File: src/rtl/osc_consts.svh
/*
 Offsets, field positions, reset values and timing counts of the
 oscillator control and status block.
 Assumes a 10 MHz system clock and byte addresses on AXI4-Lite.
*/
`ifndef OSC_CONSTS_SVH
`define OSC_CONSTS_SVH

// ==========================================================
// Register byte offsets
`define OFS_OSC_CTRL     8'h00
`define OFS_CLK_DIV      8'h04
`define OFS_IRQ_STATUS   8'h08
`define OFS_IRQ_MASK     8'h0c
`define OFS_UNLOCK       8'h10
`define OFS_CFG_VIEW     8'h14

// ==========================================================
// Oscillator control and clock divide field positions
`define CUR_SRC_LSB      12
`define NEW_SRC_LSB      8
`define FREEZE_BIT       7
`define PIN_FREEZE_BIT   6
`define PLL_LOCK_BIT     5
`define FAIL_BIT         3
`define SLEEP_KEEP_BIT   2
`define SECONDARY_OSCILLATOR_EN_BIT      1
`define SWITCH_REQ_BIT   0
`define CLK_DIV_LSB      6

// ==========================================================
// Source encodings
`define SRC_FRC_POST     3'h7
`define SRC_RESERVED     3'h6
`define SRC_FRC_PLL      3'h1
`define SRC_PRI_PLL      3'h3

// ==========================================================
// Interrupt status bits and unlock keys
`define IRQ_DONE_BIT     0
`define IRQ_FAIL_BIT     1
`define IRQ_REFUSED_BIT  2
`define IRQ_RESET        3'h0
`define UNLOCK_KEY1      16'h0046
`define UNLOCK_KEY2      16'h0057

// ==========================================================
// Timing
`define CLK_PERIOD_NS    100
`define SWITCH_TIME_NS   2000
`define SWITCH_CYCLES    ((`SWITCH_TIME_NS + `CLK_PERIOD_NS - 1) / `CLK_PERIOD_NS)

`endif

File: src/rtl/osc_pkg.sv
/*
 Types shared by the oscillator control and status block.
 Assumes osc_consts.svh carries every number.
*/
package osc_pkg;

   // ==========================================================
   // Configuration bits; only the initial source is sampled at reset, the rest are read live
   typedef struct packed {
      logic [1:0] switch_monitor_cfg;
      logic       pin_lock_one_shot_cfg;
      logic [2:0] initial_source_cfg;
   } osc_cfg_t;

   // ==========================================================
   // Clock divide register, bits 15:6
   typedef struct packed {
      logic       recover_on_irq;
      logic [2:0] doze_ratio;
      logic       doze_enable;
      logic [2:0] fast_rc_postscale_select;
      logic [1:0] cpu_clock_divider;
   } clk_div_t;

   // ==========================================================
   // Switch sequencer states
   typedef enum logic [2:0] {
      SEQ_IDLE   = 3'b001,
      SEQ_SETTLE = 3'b010,
      SEQ_DONE   = 3'b100
   } seq_state_t;

endpackage

File: src/rtl/switch_sequencer.sv
/*
 Clock switch sequencer: waits a settle time after a start pulse
 and then gives a one-cycle done pulse.
 Assumes start only arrives while busy is low.
*/
`include "osc_consts.svh"

module switch_sequencer #(
   parameter int SETTLE_CYCLES = `SWITCH_CYCLES
) (
   input  wire logic aclk,     // System clock
   input  wire logic aresetn,  // Synchronous reset, active low
   input  wire logic start,    // Begin a switch, one cycle
   output logic      busy_q,   // Switch under way
   output logic      done_q    // Switch complete, one cycle
);

   // Elaboration check: the down counter is only 16 bits wide
   if (SETTLE_CYCLES < 1 || SETTLE_CYCLES > 65535) begin : g_bad_settle
      $error("SETTLE_CYCLES out of range");
   end

   osc_pkg::seq_state_t state_q;
   logic [15:0]         count_q;

   // ==========================================================
   // Sequencing
   always_ff @(posedge aclk) begin
      if (!aresetn) begin
         state_q <= osc_pkg::SEQ_IDLE;
         count_q <= 16'h0000;
         busy_q  <= 1'b0;
         done_q  <= 1'b0;
      end else begin
         done_q <= 1'b0;
         case (state_q)
            osc_pkg::SEQ_IDLE: begin
               if (start) begin
                  state_q <= osc_pkg::SEQ_SETTLE;
                  count_q <= 16'(SETTLE_CYCLES - 1);
                  busy_q  <= 1'b1;
               end
            end
            osc_pkg::SEQ_SETTLE: begin
               if (count_q == 16'h0000) begin
                  state_q <= osc_pkg::SEQ_DONE;
                  done_q  <= 1'b1;
               end else begin
                  count_q <= count_q - 16'h0001;
               end
            end
            osc_pkg::SEQ_DONE: begin
               state_q <= osc_pkg::SEQ_IDLE;
               busy_q  <= 1'b0;
            end
            default: begin
               state_q <= osc_pkg::SEQ_IDLE;
               busy_q  <= 1'b0;
            end
         endcase
      end
   end

endmodule

File: src/rtl/oscillator_control_status.sv
/*
 Oscillator control and status registers behind an AXI4-Lite slave:
 clock switch request and lock, pin mapping lock, PLL lock and clock
 fail flags, oscillator enables, doze and divider fields, interrupt.
 Assumes configuration bits are stable around reset and all inputs
 are synchronous to aclk.
*/
// Summary of operation
// - With the fail-safe monitor on, a set freeze bit blocks switches.
// - With the monitor off, switches are never locked by the freeze bit.
// - A pin map freeze of 1 makes the I/O mapping lock active.
// - Pin map freeze changes only after the unlock key sequence.
// - With the one-shot config set, a set pin map freeze stays set.
// - PLL lock reads 1 when the PLL locked or its timer expired.
// - PLL lock reads 0 during a switch and in modes without the PLL.
// - The fail flag is set when the monitor detects a clock failure.
// - Sleep keeps the primary oscillator only if sleep-keep is 1.
// - The secondary oscillator runs while its enable bit is 1.
// - Writing 1 to the switch request starts a switch; it clears when done.
// - Reset loads the new source from the initial source config bits.
// - The current source reports the 3-bit source encoding.
// - Switching needs config upper bit 0; monitor needs both bits 0.
// - With recover-on-irq set, an interrupt clears doze enable.
`include "osc_consts.svh"

module oscillator_control_status #(
   parameter int SETTLE_CYCLES = `SWITCH_CYCLES
) (
   input  wire logic              aclk,           // System clock
   input  wire logic              aresetn,        // Sync reset, low
   input  wire osc_pkg::osc_cfg_t cfg,            // Config bits
   input  wire logic              pll_locked,     // PLL in lock
   input  wire logic              pll_timer_done, // PLL timer expired
   input  wire logic              clock_fail,     // Monitor saw failure
   input  wire logic              irq_event,      // Any CPU interrupt
   input  wire logic              sleep_mode,     // Device in Sleep
   output logic [2:0]             cur_source_q,   // Active source
   output logic                   pll_enable_q,   // PLL in use
   output logic                   pri_osc_run_q,  // Primary osc on
   output logic                   sec_osc_run_q,  // Secondary osc on
   output logic                   pin_lock_q,     // I/O map locked
   output osc_pkg::clk_div_t      clk_div_q,      // Divide fields
   output logic                   irq_q,          // Interrupt, level
   input  wire logic [7:0]        s_awaddr,       // AXI write address
   input  wire logic              s_awvalid,
   output logic                   s_awready,
   input  wire logic [31:0]       s_wdata,        // AXI write data
   input  wire logic [3:0]        s_wstrb,
   input  wire logic              s_wvalid,
   output logic                   s_wready,
   output logic [1:0]             s_bresp,        // AXI write response
   output logic                   s_bvalid,
   input  wire logic              s_bready,
   input  wire logic [7:0]        s_araddr,       // AXI read address
   input  wire logic              s_arvalid,
   output logic                   s_arready,
   output logic [31:0]            s_rdata,        // AXI read data
   output logic [1:0]             s_rresp,
   output logic                   s_rvalid,
   input  wire logic              s_rready
);

   // Elaboration check: a zero settle time would wrap the settle count to 65535
   if (SETTLE_CYCLES < 1) begin : g_bad_settle
      $error("SETTLE_CYCLES must be at least 1");
   end

   function automatic logic uses_pll(input logic [2:0] src);
      uses_pll = (src == `SRC_PRI_PLL) || (src == `SRC_FRC_PLL);
   endfunction

   function automatic logic mapped(input logic [7:0] a);
      mapped = (a == `OFS_OSC_CTRL) || (a == `OFS_CLK_DIV) ||
               (a == `OFS_IRQ_STATUS) || (a == `OFS_IRQ_MASK) ||
               (a == `OFS_UNLOCK) || (a == `OFS_CFG_VIEW);
   endfunction

   // ==========================================================
   // AXI4-Lite write channels
   logic        aw_have_q, w_have_q, aw_have_d, w_have_d;
   logic [7:0]  wa_q;
   logic [31:0] wd_q;
   logic [3:0]  ws_q;
   logic        aw_hs, w_hs, do_write;

   assign aw_hs     = s_awvalid & s_awready;
   assign w_hs      = s_wvalid & s_wready;
   assign do_write  = aw_have_q & w_have_q & ~s_bvalid;
   assign aw_have_d = (aw_have_q | aw_hs) & ~do_write;
   assign w_have_d  = (w_have_q | w_hs) & ~do_write;

   always_ff @(posedge aclk) begin
      if (!aresetn) begin
         aw_have_q <= 1'b0;
         w_have_q  <= 1'b0;
         s_awready <= 1'b0;
         s_wready  <= 1'b0;
         wa_q      <= 8'h00;
         wd_q      <= 32'h0000_0000;
         ws_q      <= 4'h0;
         s_bvalid  <= 1'b0;
         s_bresp   <= 2'h0;
      end else begin
         aw_have_q <= aw_have_d;
         w_have_q  <= w_have_d;
         s_awready <= ~aw_have_d;
         s_wready  <= ~w_have_d;
         if (aw_hs) begin
            wa_q <= s_awaddr;
         end
         if (w_hs) begin
            wd_q <= s_wdata;
            ws_q <= s_wstrb;
         end
         if (do_write) begin
            s_bvalid <= 1'b1;
            s_bresp  <= mapped(wa_q) ? 2'h0 : 2'h3;
         end else if (s_bready) begin
            s_bvalid <= 1'b0;
         end
      end
   end

   logic lane0, lane1;
   assign lane0 = ws_q[0];
   assign lane1 = ws_q[1];

   // ==========================================================
   // Lock and permission terms
   logic fsm_enabled, switch_allowed, switch_locked;
   logic freeze_q, pin_freeze_q, fail_q, sleep_keep_q, secondary_oscillator_en_q;
   logic req_q, pll_lock_q;
   logic [2:0] new_source_q;
   logic [2:0] irq_status_q, irq_mask_q;
   logic       seq_busy, seq_done;

   assign fsm_enabled    = (cfg.switch_monitor_cfg == 2'h0);
   assign switch_allowed = ~cfg.switch_monitor_cfg[1];
   // Freeze only bites with the monitor on
   assign switch_locked  = fsm_enabled & freeze_q;

   logic ctrl_wr, div_wr;
   assign ctrl_wr = do_write && (wa_q == `OFS_OSC_CTRL);
   assign div_wr  = do_write && (wa_q == `OFS_CLK_DIV);

   logic req_write, start, refused;
   assign req_write = ctrl_wr & lane0 & wd_q[`SWITCH_REQ_BIT];
   assign start     = req_write & switch_allowed & ~switch_locked &
                      ~req_q & ~seq_busy &
                      (new_source_q != `SRC_RESERVED);
   assign refused   = req_write & ~start & ~req_q;

   // ==========================================================
   // Unlock sequence for the pin map freeze
   logic key1_seen_q, unlock_q;

   always_ff @(posedge aclk) begin
      if (!aresetn) begin
         key1_seen_q <= 1'b0;
         unlock_q    <= 1'b0;
      end else if (do_write) begin
         // Keys must be back to back; the window lasts one write
         key1_seen_q <= (wa_q == `OFS_UNLOCK) &&
                        (wd_q[15:0] == `UNLOCK_KEY1);
         unlock_q    <= key1_seen_q && (wa_q == `OFS_UNLOCK) &&
                        (wd_q[15:0] == `UNLOCK_KEY2);
      end
   end

   // ==========================================================
   // Oscillator control fields
   always_ff @(posedge aclk) begin
      if (!aresetn) begin
         new_source_q <= cfg.initial_source_cfg;
         freeze_q     <= 1'b0;
         sleep_keep_q <= 1'b0;
         secondary_oscillator_en_q    <= 1'b0;
      end else if (ctrl_wr) begin
         if (lane1 && !switch_locked && !req_q) begin
            new_source_q <= wd_q[`NEW_SRC_LSB +: 3];
         end
         if (lane0) begin
            // Set only: software cannot undo the freeze
            freeze_q     <= freeze_q | wd_q[`FREEZE_BIT];
            sleep_keep_q <= wd_q[`SLEEP_KEEP_BIT];
            secondary_oscillator_en_q    <= wd_q[`SECONDARY_OSCILLATOR_EN_BIT];
         end
      end
   end

   always_ff @(posedge aclk) begin
      if (!aresetn) begin
         pin_freeze_q <= 1'b0;
      end else if (ctrl_wr && lane0 && unlock_q) begin
         // One-shot config keeps a set lock until reset
         if (!(cfg.pin_lock_one_shot_cfg && pin_freeze_q)) begin
            pin_freeze_q <= wd_q[`PIN_FREEZE_BIT];
         end
      end
   end

   // Clear-only by software; a failure in the same cycle wins
   always_ff @(posedge aclk) begin
      if (!aresetn) begin
         fail_q <= 1'b0;
      end else if (clock_fail && fsm_enabled) begin
         fail_q <= 1'b1;
      end else if (ctrl_wr && lane0 && !wd_q[`FAIL_BIT]) begin
         fail_q <= 1'b0;
      end
   end

   // ==========================================================
   // Switch request and completion
   switch_sequencer #(
      .SETTLE_CYCLES (SETTLE_CYCLES)
   ) u_seq (
      .aclk    (aclk),
      .aresetn (aresetn),
      .start   (start),
      .busy_q  (seq_busy),
      .done_q  (seq_done)
   );

   always_ff @(posedge aclk) begin
      if (!aresetn) begin
         req_q        <= 1'b0;
         cur_source_q <= cfg.initial_source_cfg;
      end else if (seq_done) begin
         req_q        <= 1'b0;
         cur_source_q <= new_source_q;
      end else if (start) begin
         req_q <= 1'b1;
      end
   end

   always_ff @(posedge aclk) begin
      if (!aresetn) begin
         pll_lock_q <= 1'b0;
      end else begin
         pll_lock_q <= uses_pll(cur_source_q) & ~seq_busy &
                       (pll_locked | pll_timer_done);
      end
   end

   // ==========================================================
   // Clock divide register
   always_ff @(posedge aclk) begin
      if (!aresetn) begin
         clk_div_q <= '0;
      end else begin
         if (div_wr) begin
            if (lane1) begin
               clk_div_q[9:2] <= wd_q[15:8];
            end
            if (lane0) begin
               clk_div_q.cpu_clock_divider <= wd_q[7:6];
            end
         end
         // Interrupt recovery beats a software write of doze enable
         if (irq_event && clk_div_q.recover_on_irq) begin
            clk_div_q.doze_enable <= 1'b0;
         end
      end
   end

   // ==========================================================
   // Interrupt status, mask and output
   logic [2:0] irq_set;
   assign irq_set = {refused, clock_fail & fsm_enabled, seq_done};

   always_ff @(posedge aclk) begin
      if (!aresetn) begin
         irq_status_q <= `IRQ_RESET;
         irq_mask_q   <= `IRQ_RESET;
         irq_q        <= 1'b0;
      end else begin
         // Set wins over a write-one clear in the same cycle
         if (do_write && wa_q == `OFS_IRQ_STATUS && lane0) begin
            irq_status_q <= (irq_status_q & ~wd_q[2:0]) | irq_set;
         end else begin
            irq_status_q <= irq_status_q | irq_set;
         end
         if (do_write && wa_q == `OFS_IRQ_MASK && lane0) begin
            irq_mask_q <= wd_q[2:0];
         end
         irq_q <= |(irq_status_q & irq_mask_q);
      end
   end

   // ==========================================================
   // Clock enables seen by the oscillators, and the I/O map lock
   always_ff @(posedge aclk) begin
      if (!aresetn) begin
         pri_osc_run_q <= 1'b1;
         sec_osc_run_q <= 1'b0;
         pin_lock_q    <= 1'b0;
         pll_enable_q  <= 1'b0;
      end else begin
         pri_osc_run_q <= ~sleep_mode | sleep_keep_q;
         sec_osc_run_q <= secondary_oscillator_en_q;
         pin_lock_q    <= pin_freeze_q;
         pll_enable_q  <= uses_pll(cur_source_q);
      end
   end

   // ==========================================================
   // AXI4-Lite read channel
   logic [31:0] rd_mux;
   logic        ar_hs, rvalid_d;

   assign ar_hs    = s_arvalid & s_arready;
   assign rvalid_d = ar_hs | (s_rvalid & ~s_rready);

   always_comb begin
      rd_mux = 32'h0000_0000;
      case (s_araddr)
         `OFS_OSC_CTRL: begin
            rd_mux[`CUR_SRC_LSB +: 3] = cur_source_q;
            rd_mux[`NEW_SRC_LSB +: 3] = new_source_q;
            rd_mux[`FREEZE_BIT]       = freeze_q;
            rd_mux[`PIN_FREEZE_BIT]   = pin_freeze_q;
            rd_mux[`PLL_LOCK_BIT]     = pll_lock_q;
            rd_mux[`FAIL_BIT]         = fail_q;
            rd_mux[`SLEEP_KEEP_BIT]   = sleep_keep_q;
            rd_mux[`SECONDARY_OSCILLATOR_EN_BIT]      = secondary_oscillator_en_q;
            rd_mux[`SWITCH_REQ_BIT]   = req_q;
         end
         `OFS_CLK_DIV:    rd_mux[15:`CLK_DIV_LSB] = clk_div_q;
         `OFS_IRQ_STATUS: rd_mux[2:0] = irq_status_q;
         `OFS_IRQ_MASK:   rd_mux[2:0] = irq_mask_q;
         `OFS_CFG_VIEW:   rd_mux[5:0] = cfg;
         default:         rd_mux = 32'h0000_0000;
      endcase
   end

   always_ff @(posedge aclk) begin
      if (!aresetn) begin
         s_arready <= 1'b0;
         s_rvalid  <= 1'b0;
         s_rdata   <= 32'h0000_0000;
         s_rresp   <= 2'h0;
      end else begin
         s_arready <= ~rvalid_d;
         s_rvalid  <= rvalid_d;
         if (ar_hs) begin
            s_rdata <= rd_mux;
            s_rresp <= mapped(s_araddr) ? 2'h0 : 2'h3;
         end
      end
   end

endmodule

File: config.mk
export PLATFORM = sky130hd
export DESIGN_NAME = oscillator_control_status
export DESIGN_NICKNAME = d
export VERILOG_FILES = /design/src/rtl/osc_pkg.sv /design/src/rtl/switch_sequencer.sv /design/src/rtl/oscillator_control_status.sv
export VERILOG_INCLUDE_DIRS = /design/src /design/src/rtl
export SDC_FILE = /design/constraint.sdc
export NUM_CORES = 1
export LEC_CHECK = 0
export ABC_AREA = 1
export BUFFER_PORTS_ARGS = -buffer_cell sky130_fd_sc_hd__buf_2
export CORE_MARGIN = 2
export CORE_UTILIZATION = 55
export DETAILED_ROUTE_END_ITERATION = 8
export GPL_TIMING_DRIVEN = 0
export PLACE_DENSITY = 0.83
export SYNTH_ARGS = -nofsm -noshare
export SYNTH_HDL_FRONTEND = slang
export SYNTH_SLANG_ARGS = --single-unit
File: constraint.sdc
create_clock -name aclk -period 4.4 [get_ports aclk]
set_clock_uncertainty 0.15 [all_clocks]
set_input_delay 0.66 -clock aclk [delete_from_list [all_inputs] [get_ports aclk]]
set_output_delay 0.66 -clock aclk [all_outputs]
set_load 0.005 [all_outputs]
; Yosys cells after proc, flatten, opt, wreduce, memory -nomap -nowiden
; Cells that the tools add are included.
[op_classes]
n_reduce_logical = 50
bitwise = 47
n_mux = 29
add_sub_neg = 1
n_eq_ne = 23
[ops]
columns = op, n
row1 = $eq A16 B7 Y1 const B, 2
row2 = $eq A8 B4 Y1 const B, 4
row3 = $eq A8 B5 Y1 const B, 4
row4 = $mux W16, 2
row5 = $pmux W16 S2, 1
row6 = $mux W3, 8
row7 = $and A1 B1 Y1, 21
row8 = $logic_and A1 B1 Y1, 17
row9 = $eq A8 B3 Y1 const B, 2
row10 = $logic_not A16 Y1, 1
row11 = $logic_not A8 Y1, 2
row12 = $reduce_and A2 Y1, 8
row13 = $sub A16 B1 Y16 const B, 1
row14 = $not A1 Y1, 15
row15 = $pmux W3 S2, 2
row16 = $pmux W3 S4, 1
row17 = $logic_or A1 B1 Y1, 11
row18 = $pmux W5 S2, 1
row19 = $mux W1, 9
row20 = $ne A2 B1 Y1 const B, 4
row21 = $and A3 B3 Y3, 2
row22 = $eq A3 B1 Y1 const B, 2
row23 = $eq A3 B2 Y1 const B, 2
row24 = $or A1 B1 Y1, 6
row25 = 12 further kinds, 22
[word_totals]
out_inout_bits = 59
inputBits = 70
register_bits = 110

; Depth between registers and ports, before layout
; Gate-level depths: netlist (run 1).
[logic_depth]
word_depth = 15
depth_mapped = 12
ltp_nobuf = 11

; Hierarchy
; A second synthesis (run 1) with hierarchy kept.
[unflattened]
hier_cells = 688
hier_area_um2 = 5059.9
[by_module_without_submodules]
columns = mod, cells_per_inst, seq_area_each_um2, area_per_inst_um2, n_inst
row1 = oscillator_control_status, 496, 1801.7, 3767.4, 1
row2 = switch_sequencer, 192, 420.4, 1292.5, 1

; Worst setup path before layout (run 1)
; OpenSTA, ideal clock, no wires.
[synth_timing]
kind = input port to flip-flop
from = in aresetn
to = reg new_source_q[0] (data pin)
setup_slack_ns = 2.490
stages = 5
arrival_ns = 1.493
required_time_ns = 3.983
path_cell_list = buf_2 inv_1 clkbuf_1 buf_1 o21ai_0
[synth_between]
elab_chain_len = 1
[synth_lines]
columns = element, line
row1 = "start, declared", oscillator_control_status.sv:30  ; input wire logic aresetn,
row2 = $mux W3, oscillator_control_status.sv:173  ; if (!aresetn) begin
row3 = "end signal, assigned", oscillator_control_status.sv:174  ; new_source_q <= cfg.initial_source_cfg;
row4 = "end signal, assigned", oscillator_control_status.sv:180  ; new_source_q <= wd_q[`NEW_SRC_LSB +: 3];
row5 = "end, declared", oscillator_control_status.sv:133  ; logic [2:0] new_source_q;
; Every way passes these cells.
; A chain may end at the register's enable or synchronous reset.

; Final worst setup path (run 1)
[layout_timing]
from = in s_araddr[5]
to = reg s_rdata[8]
[layout_between]
elab_chain_len = 2
elab_cells_between_ends = 3
classes_between = eq/ne: 1 / mux: 1 / reduce/logical: 1
[layout_lines]
columns = element, line
row1 = "start, declared", oscillator_control_status.sv:54  ; input wire logic [7:0] s_araddr,
row2 = $eq A8 B3 Y1 or $logic_not A8 Y1 (tied branches), oscillator_control_status.sv:317  ; case (s_araddr)
row3 = $pmux W5 S2 (*), oscillator_control_status.sv:317
row4 = "end signal, assigned", oscillator_control_status.sv:347  ; s_rdata <= rd_mux;
row5 = "end, declared", oscillator_control_status.sv:57  ; output logic [31:0] s_rdata,
; Mark *: on every way between the ends. The rest lies on a longest branch, timed or not.

==> results of run 1 <==
-- routing by layer --
| layer | routed length, um | vias to the layer above | global-route usage (%) |
|---|---|---|---|
| met1 | 5900 | 2227 | 38.0 |
| met3 | 999 | 24 | 4.68 |
| met5 | 0 | - | 0 |
| li1 | - | 2450 | - |
| met2 | 5860 | 206 | 44.3 |
| met4 | 295 | 0 | 9.91 |
-- registers in the layout, indices dropped and copies added, names as in the netlist, 2 cells and up --
name           cells
wa_q               8
s_rdata           16
new_source_q       3
cur_source_q       3
wd_q              16
clk_div_q         10
irq_mask_q         3
u_seq.state_q      3
ws_q               2
u_seq.count_q     16
irq_status_q       3
-- kinds of logic (layout without fill, tap and decap cells) --
family                     Yosys count  in the layout  synth area share, %
adders and majority gates            1              1                0.254
and+or+nand+nor                    303            303                 26.9
DFF                                108            108                 45.1
buffers and inverters              138            247                 12.2
other                                1             16               0.0761
AOI/OAI and AO/OA                  147            147                 15.5
-- critical path, cell delays in order --
cell     delay, ps
buf_2          110
nor2_1         130
nand3_1        140
nor3_2         480
inv_1          240
o22ai_1        220
o21ai_0        120
inv_1           70
-- power breakdown --
part	leakage, nW	total [W]	internal [W]	switching, W
logic	1.79	0.000233	0.0000879	0.000145
registers	0.890	0.00105	0.00103	0.0000257
clock network	0.0936	0.000581	0.000239	0.000342
-- layout make-up --
cell class	count	area, um2
clock inverters	3	22.5
fillers	772	2950
flip-flops and latches	108	2220
inverters	94	353
plain buffers	44	246
repair buffers	93	465
well taps	108	135
multi-input cells	467	2160
clock buffers	13	159
-- cells in the final DEF (no fill, tap or decap), types with 16 or more instances in the layout --
cell type,n
o21ai_0,77
inv_1,93
nand3_1,50
nand2_1,105
buf_4,18
dfxtp_1,102
buf_2,98
conb_1,16
a21oi_1,60
nor2_1,111
clkbuf_1,19
-- path summary, 6_finish.rpt --
path                    startpoint          endpoint  slack [ps]  depth (start not counted)
setup / recovery       s_araddr[5]        s_rdata[8]        2410                          8
hold / removal             wa_q[0]           wa_q[0]         310                          2
setup reg to reg  u_seq.count_q[0]  u_seq.count_q[2]        2470                         10
hold reg to reg            wa_q[0]           wa_q[0]         310                          2
-- per-stage QoR --
| step | total power, W | setup slack (ps) | cell area (um2) | hold WS, ps |
|---|---|---|---|---|
| after floorplan | 0.00122 | 2490 | 4990 | 263 |
| after global placement | 0.00129 | 2110 | 5590 | 285 |
| after detailed placement | 0.00130 | 2070 | 5590 | 298 |
| after CTS | 0.00186 | 2460 | 5770 | 311 |
| after global routing | 0.00194 | 2220 | 5770 | 324 |
| final | 0.00187 | 2410 | 5770 | 314 |
==> reports/results.txt, run 1 <==
FMAX: 502 MHz
Remaining DRCs: 0
Via Count: 4907
TritonCTS clock tree: yes
Pwr Density: 324 nW/um2
Area contributors post-synth: dfxtp_1 (41%), nor2_1 (8.5%), nand2_1 (8.0%), o21ai_0 (7.8%), inv_1 (7.1%)
Final setup vio count: 0
Setup Buffers After CTS: 0
Worst Path Max Fanout: 9
Startpoint class of the critical path: primary input
Port Buffer Count: 93
Core Rows: 34
Status: finished clean
Final #Nets: 888
Min-Delay Path Class: flop to flop
Most frequent cell after synthesis: nor2_1
Share of layout cells above drive strength 1: 17.5%
Max Cap Viol: 0
Skew-Pair Late Insertion Delay: 380 ps
Core Util, Final: 66.1%
CTS HTree Levels: 3
CTS Hold Bufs: 0
Synth Cell Area: 4930 um2
Sequential element share of the synthesized area: 45.1%
Initial antenna violation count: 0
Starting DRC count in detailed routing: 389
Clock-pin slew on the worst setup and hold paths: 100 ps
Mapped Avg Cell Area: 7.06 um2
TritonCTS Buffers: 9
DP Wirelength: 9840 um
Final period util: 45.2%
First-pass GRT wire length: 21700 um
Top-area cell type share of the netlist area: 41.4%
Relative slew slack: 56.7%
Crit end category: flop
Ports: 129
Gr usage total: 27.7%
Crit path arrival time: 2170 ps
Starting density of the core: 56.5%
Number of synthesis warnings: 0
Die W: 98.7 um
Crit Path Class: primary input to flop
Clock Tree Root: clkbuf_8
Final cell count without fillers: 930
Deepest clock path buffer count: 2
Vias in the first global route: 4580
WL per Instance: 14.0 um
Pleak: 2.77 nW
Vias/cell: 5.28
Placer congestion estimate: 0.912
Die Area: 9740 um2
Synth async-reset ratio: 0%
RSZ-0062 raised after global routing: no
Diodes inserted: 0
Total grt overflow: 0
P&R area growth vs syn: 17.0%
Max-slew violation count: 0
CTS resizes: 0
Total core area: 8720 um2
Largest net degree at the start of global routing: 18
Die Height: 98.7 um
# placed instances: 914
Most instantiated cells after synthesis: nor2_1 (111), nand2_1 (105), dfxtp_1 (102)
#FFs+latches synth: 108
Final ANT Viol Nets: 0
Worst slew pin tran: 648 ps
Top_reg_cell synth: dfxtp_1
Post-Route WL: 13100 um
Worst VDD drop: 0.190 mV
Drt pass-1 iters: 5
CP required: 4580 ps
Syn Inst Count: 698
Num Clock Sinks: 108
TNS Setup: 0 ps
Min Tclk post-route: 1990 ps
Yosys cell types: 33
Dominant cell type by area after synthesis: dfxtp_1
EDFF count, synth: 6
Final Hold Fails: 0
Power figures use the tool's default switching activity.
==> run 2, diff against run 1 <==
CORE_UTILIZATION = 48   (was 55)
PLACE_DENSITY = 0.77   (was 0.83)
clock period = 1.8 ns   (was 4.4 ns; I/O delays follow)
==> reports/results.txt, run 2 (synthesis results as in run 1) <==
Worst slew pin tran: 722 ps (+74.4 ps)
Final ANT Viol Nets: 0 (unchanged)
Crit Path Class: flop to flop
WL per Instance: 13.7 um (-2.5%)
Crit-path max cell delay: 350 ps (-130 ps)
Final Hold Fails: 0 (unchanged)
TNS Setup: 0 ps (unchanged)
DP Area: 5620 um2 (+0.56%)
Max Cap Viol: 0 (unchanged)
Clock Tree Root: clkbuf_8
Min-Delay Path Class: primary input to flop
CTS HTree Levels: 3 (unchanged)
Share of layout cells above drive strength 1: 21.7% (+4.2 points)
Regs by FF count: s_rdata (16), u_seq.count_q (16), wd_q (16)
Placer congestion estimate: 0.900 (-1.3%)
Starting DRC count in detailed routing: 506 (+30%)
Via Count: 4960 (+1.1%)
P&R area growth vs syn: 23.0%
Startpoint class of the critical path: flop
Worst Path Max Fanout: 6 (-3)
Deepest clock path buffer count: 2 (unchanged)
Most frequent cells in the layout: nor2_1 (101), dfxtp_1 (99), nand2_1 (98)
Vias in the first global route: 4362 (-4.8%)
WP buf/inv: 2 (-1)
Starting density of the core: 50.0% (-6.6 points)
Die Area: 11100 um2 (+14%)
Pleak: 2.86 nW (+3.3%)
Initial antenna violation count: 0 (unchanged)
Port Buffer Count: 93 (unchanged)
Cell repeated most along the worst path: buf_4
Final setup vio count: 0 (unchanged)
Gr usage total: 23.4% (-4.2 points)
Post-Route WL: 13300 um (+1.6%)
Remaining DRCs: 0 (unchanged)
Status: finished clean
Critical path's slowest cell: dfxtp_2
Top cell family by delay on the critical path: simple AND/OR/NAND/NOR gates
Commonest non-fill, non-tap cell in the layout: nor2_1
Die Height: 105 um (+6.8%)
Worst VDD drop: 0.431 mV (+130%)
Min Tclk post-route: 1770 ps
Clock-pin slew on the worst setup and hold paths: 120 ps (+20 ps)
Die W: 105 um (+6.8%)
Pwr Density: 758 nW/um2 (+130%)
RSZ-0062 raised after global routing: yes
Ports: 129 (unchanged)
DP Wirelength: 9770 um (-0.72%)
Core Rows: 36 (+5.9%)
Total core area: 9860 um2 (+13%)
Diodes inserted: 0 (unchanged)
FMAX: 566 MHz
Vias/cell: 5.11 (-3.1%)
Total grt overflow: 0 (unchanged)
Skew-Pair Late Insertion Delay: 380 ps (about the same)
Relative slew slack: 51.7% (-5.0 points)
Crit path arrival time: 1890 ps (-280 ps)
TritonCTS Buffers: 9 (unchanged)
CP required: 1920 ps (-2660 ps)
Final period util: 98.2%
Ordered list of cells on the worst path: nor2_4 > nand2_2 > nor2_8 > nand4_4 > o21bai_4 > buf_4 > buf_4 > nand3b_1 > nand2_1 > nor2_1
Drt pass-1 iters: 6 (+1)
Final #Nets: 903 (+1.7%)
Max-slew violation count: 0 (unchanged)
Num Clock Sinks: 108 (unchanged)
TritonCTS clock tree: yes
Largest net degree at the start of global routing: 20 (+2)
First-pass GRT wire length: 21100 um (-2.5%)
Design area: 6060 um2 (+5.1%)
Crit end category: flop
[run 2: changes by cell type in the layout (fill, tap and decap cells not counted), moves of 3 or more]
cell,before,now
nand2_1,105,98
dlygate4sd3_1,0,7
nand2_2,2,8
buf_6,1,6
nor2_2,2,9
nor2_4,0,3
buf_2,98,94
inv_2,1,4
dfxtp_2,0,3
dfxtp_1,102,99
nor2_1,111,101
clkbuf_1,19,16
buf_4,18,24
inv_1,93,90
[run 2: timing repair]
item / CTS / global route
setup buffers: 0 / 7
hold endpoints to repair: 7 / 0
resized for setup: 4 / 49
gates cloned: 0 / 1
hold buffers: 7 / 0
endpoints found under the setup margin: 13 / 29
pin swaps: 1 / 8
[run 2: power by group]
group	switching (W)	internal, W	total, W
registers	0.0000641	0.00251	0.00257
clock network	0.000887	0.000532	0.00142
logic	0.000367	0.000238	0.000605
total	0.00132	0.00328	0.00460
[run 2: cell type report]
| class | count | area, um2 |
|---|---|---|
| Fill cell | 900 | 3800 |
| Buffer | 44 | 278 |
| Sequential cell | 108 | 2230 |
| Clock buffer | 10 | 128 |
| Timing Repair Buffer | 108 | 603 |
| Tap cell | 133 | 166 |
| Multi-Input combinational cell | 467 | 2250 |
| Clock inverter | 6 | 55.1 |
| Inverter | 94 | 353 |
[run 2: worst paths after layout]
kind,to,cells past startpoint,slack [ps],startpoint
min reg2reg,pin_lock_q,2,300,pin_freeze_q
max,u_seq.count_q[1],10,30,wa_q[6]
max reg2reg,u_seq.count_q[1],10,30,wa_q[6]
min,wd_q[2],3,10,s_wdata[2]
[run 2: metrics by stage]
| step | total power [W] | setup WS, ps | hold WS, ps | instances | utilization [%] |
|---|---|---|---|---|---|
| 2_1_floorplan | 0.00298 | 209 | 205 | 713 | - |
| 3_3_place_gp | 0.00317 | -103 | 283 | 939 | 57.0 |
| 3_5_place_dp | 0.00318 | -129 | 287 | 939 | 57.0 |
| 4_1_cts | 0.00458 | 14.8 | 1.36 | 962 | 59.6 |
| 5_1_grt | 0.00481 | -106 | 19.0 | 970 | 61.5 |
| 6_report | 0.00460 | 31.9 | 14.2 | 970 | 61.5 |
[run 2: worst reg2reg max path, stage by stage, from the launching register on]
cell	delay (ps)
dfxtp_2	350
nor2_4	110
nand2_2	110
nor2_8	170
nand4_4	110
o21bai_4	220
buf_4	160
buf_4	100
nand3b_1	70
nand2_1	60
nor2_1	40
[run 2: metal layers]
metal	up-vias	track usage [%]	share of wire, %
met3	19	4.08	8.4
met2	235	35.4	44
met5	-	0	0
met4	0	8.48	1.6
li1	2493	-	-
met1	2213	33.4	45
==> run 3, diff against run 2 <==
CELL_PAD_IN_SITES_DETAIL_PLACEMENT = 1   (was default)
CELL_PAD_IN_SITES_GLOBAL_PLACEMENT = 1   (was default)
CORE_MARGIN = 1.5   (was 2)
CORE_UTILIZATION = 33   (was 48)
PLACE_DENSITY = default   (was 0.77)
PLACE_DENSITY_LB_ADDON = 0.1   (was default)
==> reports/results.txt, run 3 (synthesis results as in run 1) <==
Int Pwr: 0.00374 W (+14%)
Worst slew pin tran: 680 ps (-43.0 ps)
RSZ-0062 raised after global routing: yes
First-pass GRT wire length: 25400 um (+20%)
Power share of the clock group: 37.4% (+6.5 points)
Final #Nets: 897 (-0.66%)
Relative slew slack: 54.7% (+3.0 points)
Die Height: 125 um (+19%)
Regs by FF count: s_rdata (16), u_seq.count_q (16), wd_q (16)
Total grt overflow: 0 (unchanged)
Starting DRC count in detailed routing: 221 (-56%)
Skew-Pair Late Insertion Delay: 360 ps (-20 ps)
Deepest clock path buffer count: 2 (unchanged)
Max-slew violation count: 0 (unchanged)
Largest net degree at the start of global routing: 18 (-10%)
Share of layout cells above drive strength 1: 22.3% (+0.52 points)
Clock-pin slew on the worst setup and hold paths: 70 ps (-50 ps)
Pwr Density: 828 nW/um2 (+9.2%)
Startpoint class of the critical path: flop
Vias in the first global route: 5081 (+16%)
Die W: 125 um (+19%)
TNS Setup: 0 ps (unchanged)
TritonCTS Buffers: 9 (unchanged)
WL per Instance: 15.3 um (+12%)
Drt pass-1 iters: 4 (-2)
Diodes inserted: 0 (unchanged)
Post-Route WL: 15500 um (+17%)
Net switching power: 0.00139 W (+5.6%)
Final ANT Viol Nets: 0 (unchanged)
Met1 WL: 7020 um (+16%)
Crit path arrival time: 1590 ps (-300 ps)
Port Buffer Count: 93 (unchanged)
Num Clock Sinks: 108 (unchanged)
DP Wirelength: 11900 um (+22%)
FMAX: 576 MHz (+1.9%)
Core Rows: 44 (+22%)
CP required: 1650 ps (-270 ps)
Crit end category: flop
Highest metal used: met4
P&R area growth vs syn: 25.6%
Initial antenna violation count: 0 (unchanged)
Min-Delay Path Class: primary input to flop
Ordered list of cells on the worst path: nor2_4 > nand2_4 > nor2_8 > nand2_1 > o21ai_0
Final period util: 96.4% (-1.8 points)
Comb pwr share: 12.2% (-1.0 points)
Final cell count without fillers: 1015 (+4.6%)
Worst VDD drop: 0.396 mV (-8.0%)
Most frequent cells in the layout: nor2_1 (102), nand2_1 (99), dfxtp_1 (97)
Status: finished clean
Clock Tree Root: clkbuf_16
Design area: 6190 um2 (+2.1%)
Crit Path Class: flop to flop
Max Cap Viol: 0 (unchanged)
Total core area: 14500 um2 (+47%)
Vias/cell: 4.85 (-5.2%)
Met2 wire length: 7780 um (+32%)
Pleak: 2.91 nW (+1.6%)
# placed instances: 990 (+5.4%)
Critical path's slowest cell: o21ai_0
Switching share of power: 27.2% (-1.5 points)
Via Count: 4918 (-0.85%)
Core Util, Final: 42.6% (-19 points)
Remaining DRCs: 0 (unchanged)
Final setup vio count: 0 (unchanged)
Gr usage total: 20.2% (-3.3 points)
Ports: 129 (unchanged)
Design Power: 0.00513 W (+12%)
Commonest non-fill, non-tap cell in the layout: nor2_1
Final Hold Fails: 0 (unchanged)
Die Area: 15700 um2 (+41%)
Worst Path Max Fanout: 6 (unchanged)
DR WL met3: 590 um (-47%)
Fill cell count: 1887 (+110%)
Crit-path max cell delay: 400 ps (+50 ps)
Placer congestion estimate: 0.843 (-6.3%)
CTS HTree Levels: 3 (unchanged)
Min Tclk post-route: 1740 ps (-32.2 ps)
DP Area: 5680 um2 (+1.1%)
TritonCTS clock tree: yes
Reg power frac: 50.4% (-5.6 points)
Starting density of the core: 33.9% (-16 points)
[run 3: changes by cell type in the layout (fill, tap and decap cells not counted), sizes merged]
cell and delta:
clkbuf +2, dlygate4sd3 -6, inv -1, clkinv -1
clkinvlp +1, buf -1
[run 3: path summary, 6_finish.rpt]
kind | from | endpoint | slack [ps] | depth (start not counted)
worst min-delay path | s_wdata[7] | wd_q[7] | 30 | 3
worst max-delay path | wa_q[6] | new_source_q[1] | 60 | 5
worst max register to register | wa_q[6] | new_source_q[1] | 60 | 5
worst min register to register | pin_freeze_q | pin_lock_q | 310 | 2
[run 3: critical path, delay by kind of cell (launching register included)]
kind,cells,cell delay [ps]
simple gates,4,510
flops,1,340
compound gates,1,400
[run 3: power groups by stage]
stage	sequential, W	clock, W	combinational [W]
2_1_floorplan	0.00262	0	0.000364
3_3_place_gp	0.00263	0	0.000568
3_5_place_dp	0.00263	0	0.000582
4_1_cts	0.00258	0.00199	0.000592
5_1_grt	0.00260	0.00209	0.000711
6_report	0.00258	0.00192	0.000625
[run 3: routing by layer]
| metal | GRT usage, % | vias to the layer above |
|---|---|---|
| met4 | 4.88 | 0 |
| met1 | 24.6 | 2335 |
| met2 | 35.9 | 92 |
| met3 | 4.66 | 14 |
| met5 | 0 | - |
| li1 | - | 2477 |
[run 3: final cells by class]
| class | count | area, um2 | area share, % |
|---|---|---|---|
| multi-input cells | 467 | 2270 | 36.7 |
| flip-flops and latches | 108 | 2230 | 36.0 |
| repair buffers | 103 | 561 | 9.05 |
| inverters | 94 | 355 | 5.74 |
| plain buffers | 43 | 267 | 4.30 |
| clock buffers | 11 | 243 | 3.92 |
| well taps | 184 | 230 | 3.72 |
| clock inverters | 5 | 35.0 | 0.566 |
[run 3: through the flow]
stage | hold WS (ps) | worst slack, ps
after CTS | 12.4 | 20.9
after floorplan | 205 | 209
final | 25.7 | 64.1
after global placement | 290 | -277
after global routing | 31.9 | -55.6
after detailed placement | 300 | -295
[run 3: repair_timing]
| action | CTS | global route |
|---|---|---|
| endpoints found under the hold margin | 1 | 0 |
| resized for setup | 8 | 45 |
| hold buffers | 1 | 0 |
| setup buffers | 0 | 7 |
| endpoints found under the setup margin | 18 | 33 |
| pin swaps | 1 | 14 |
| cloned | 0 | 2 |
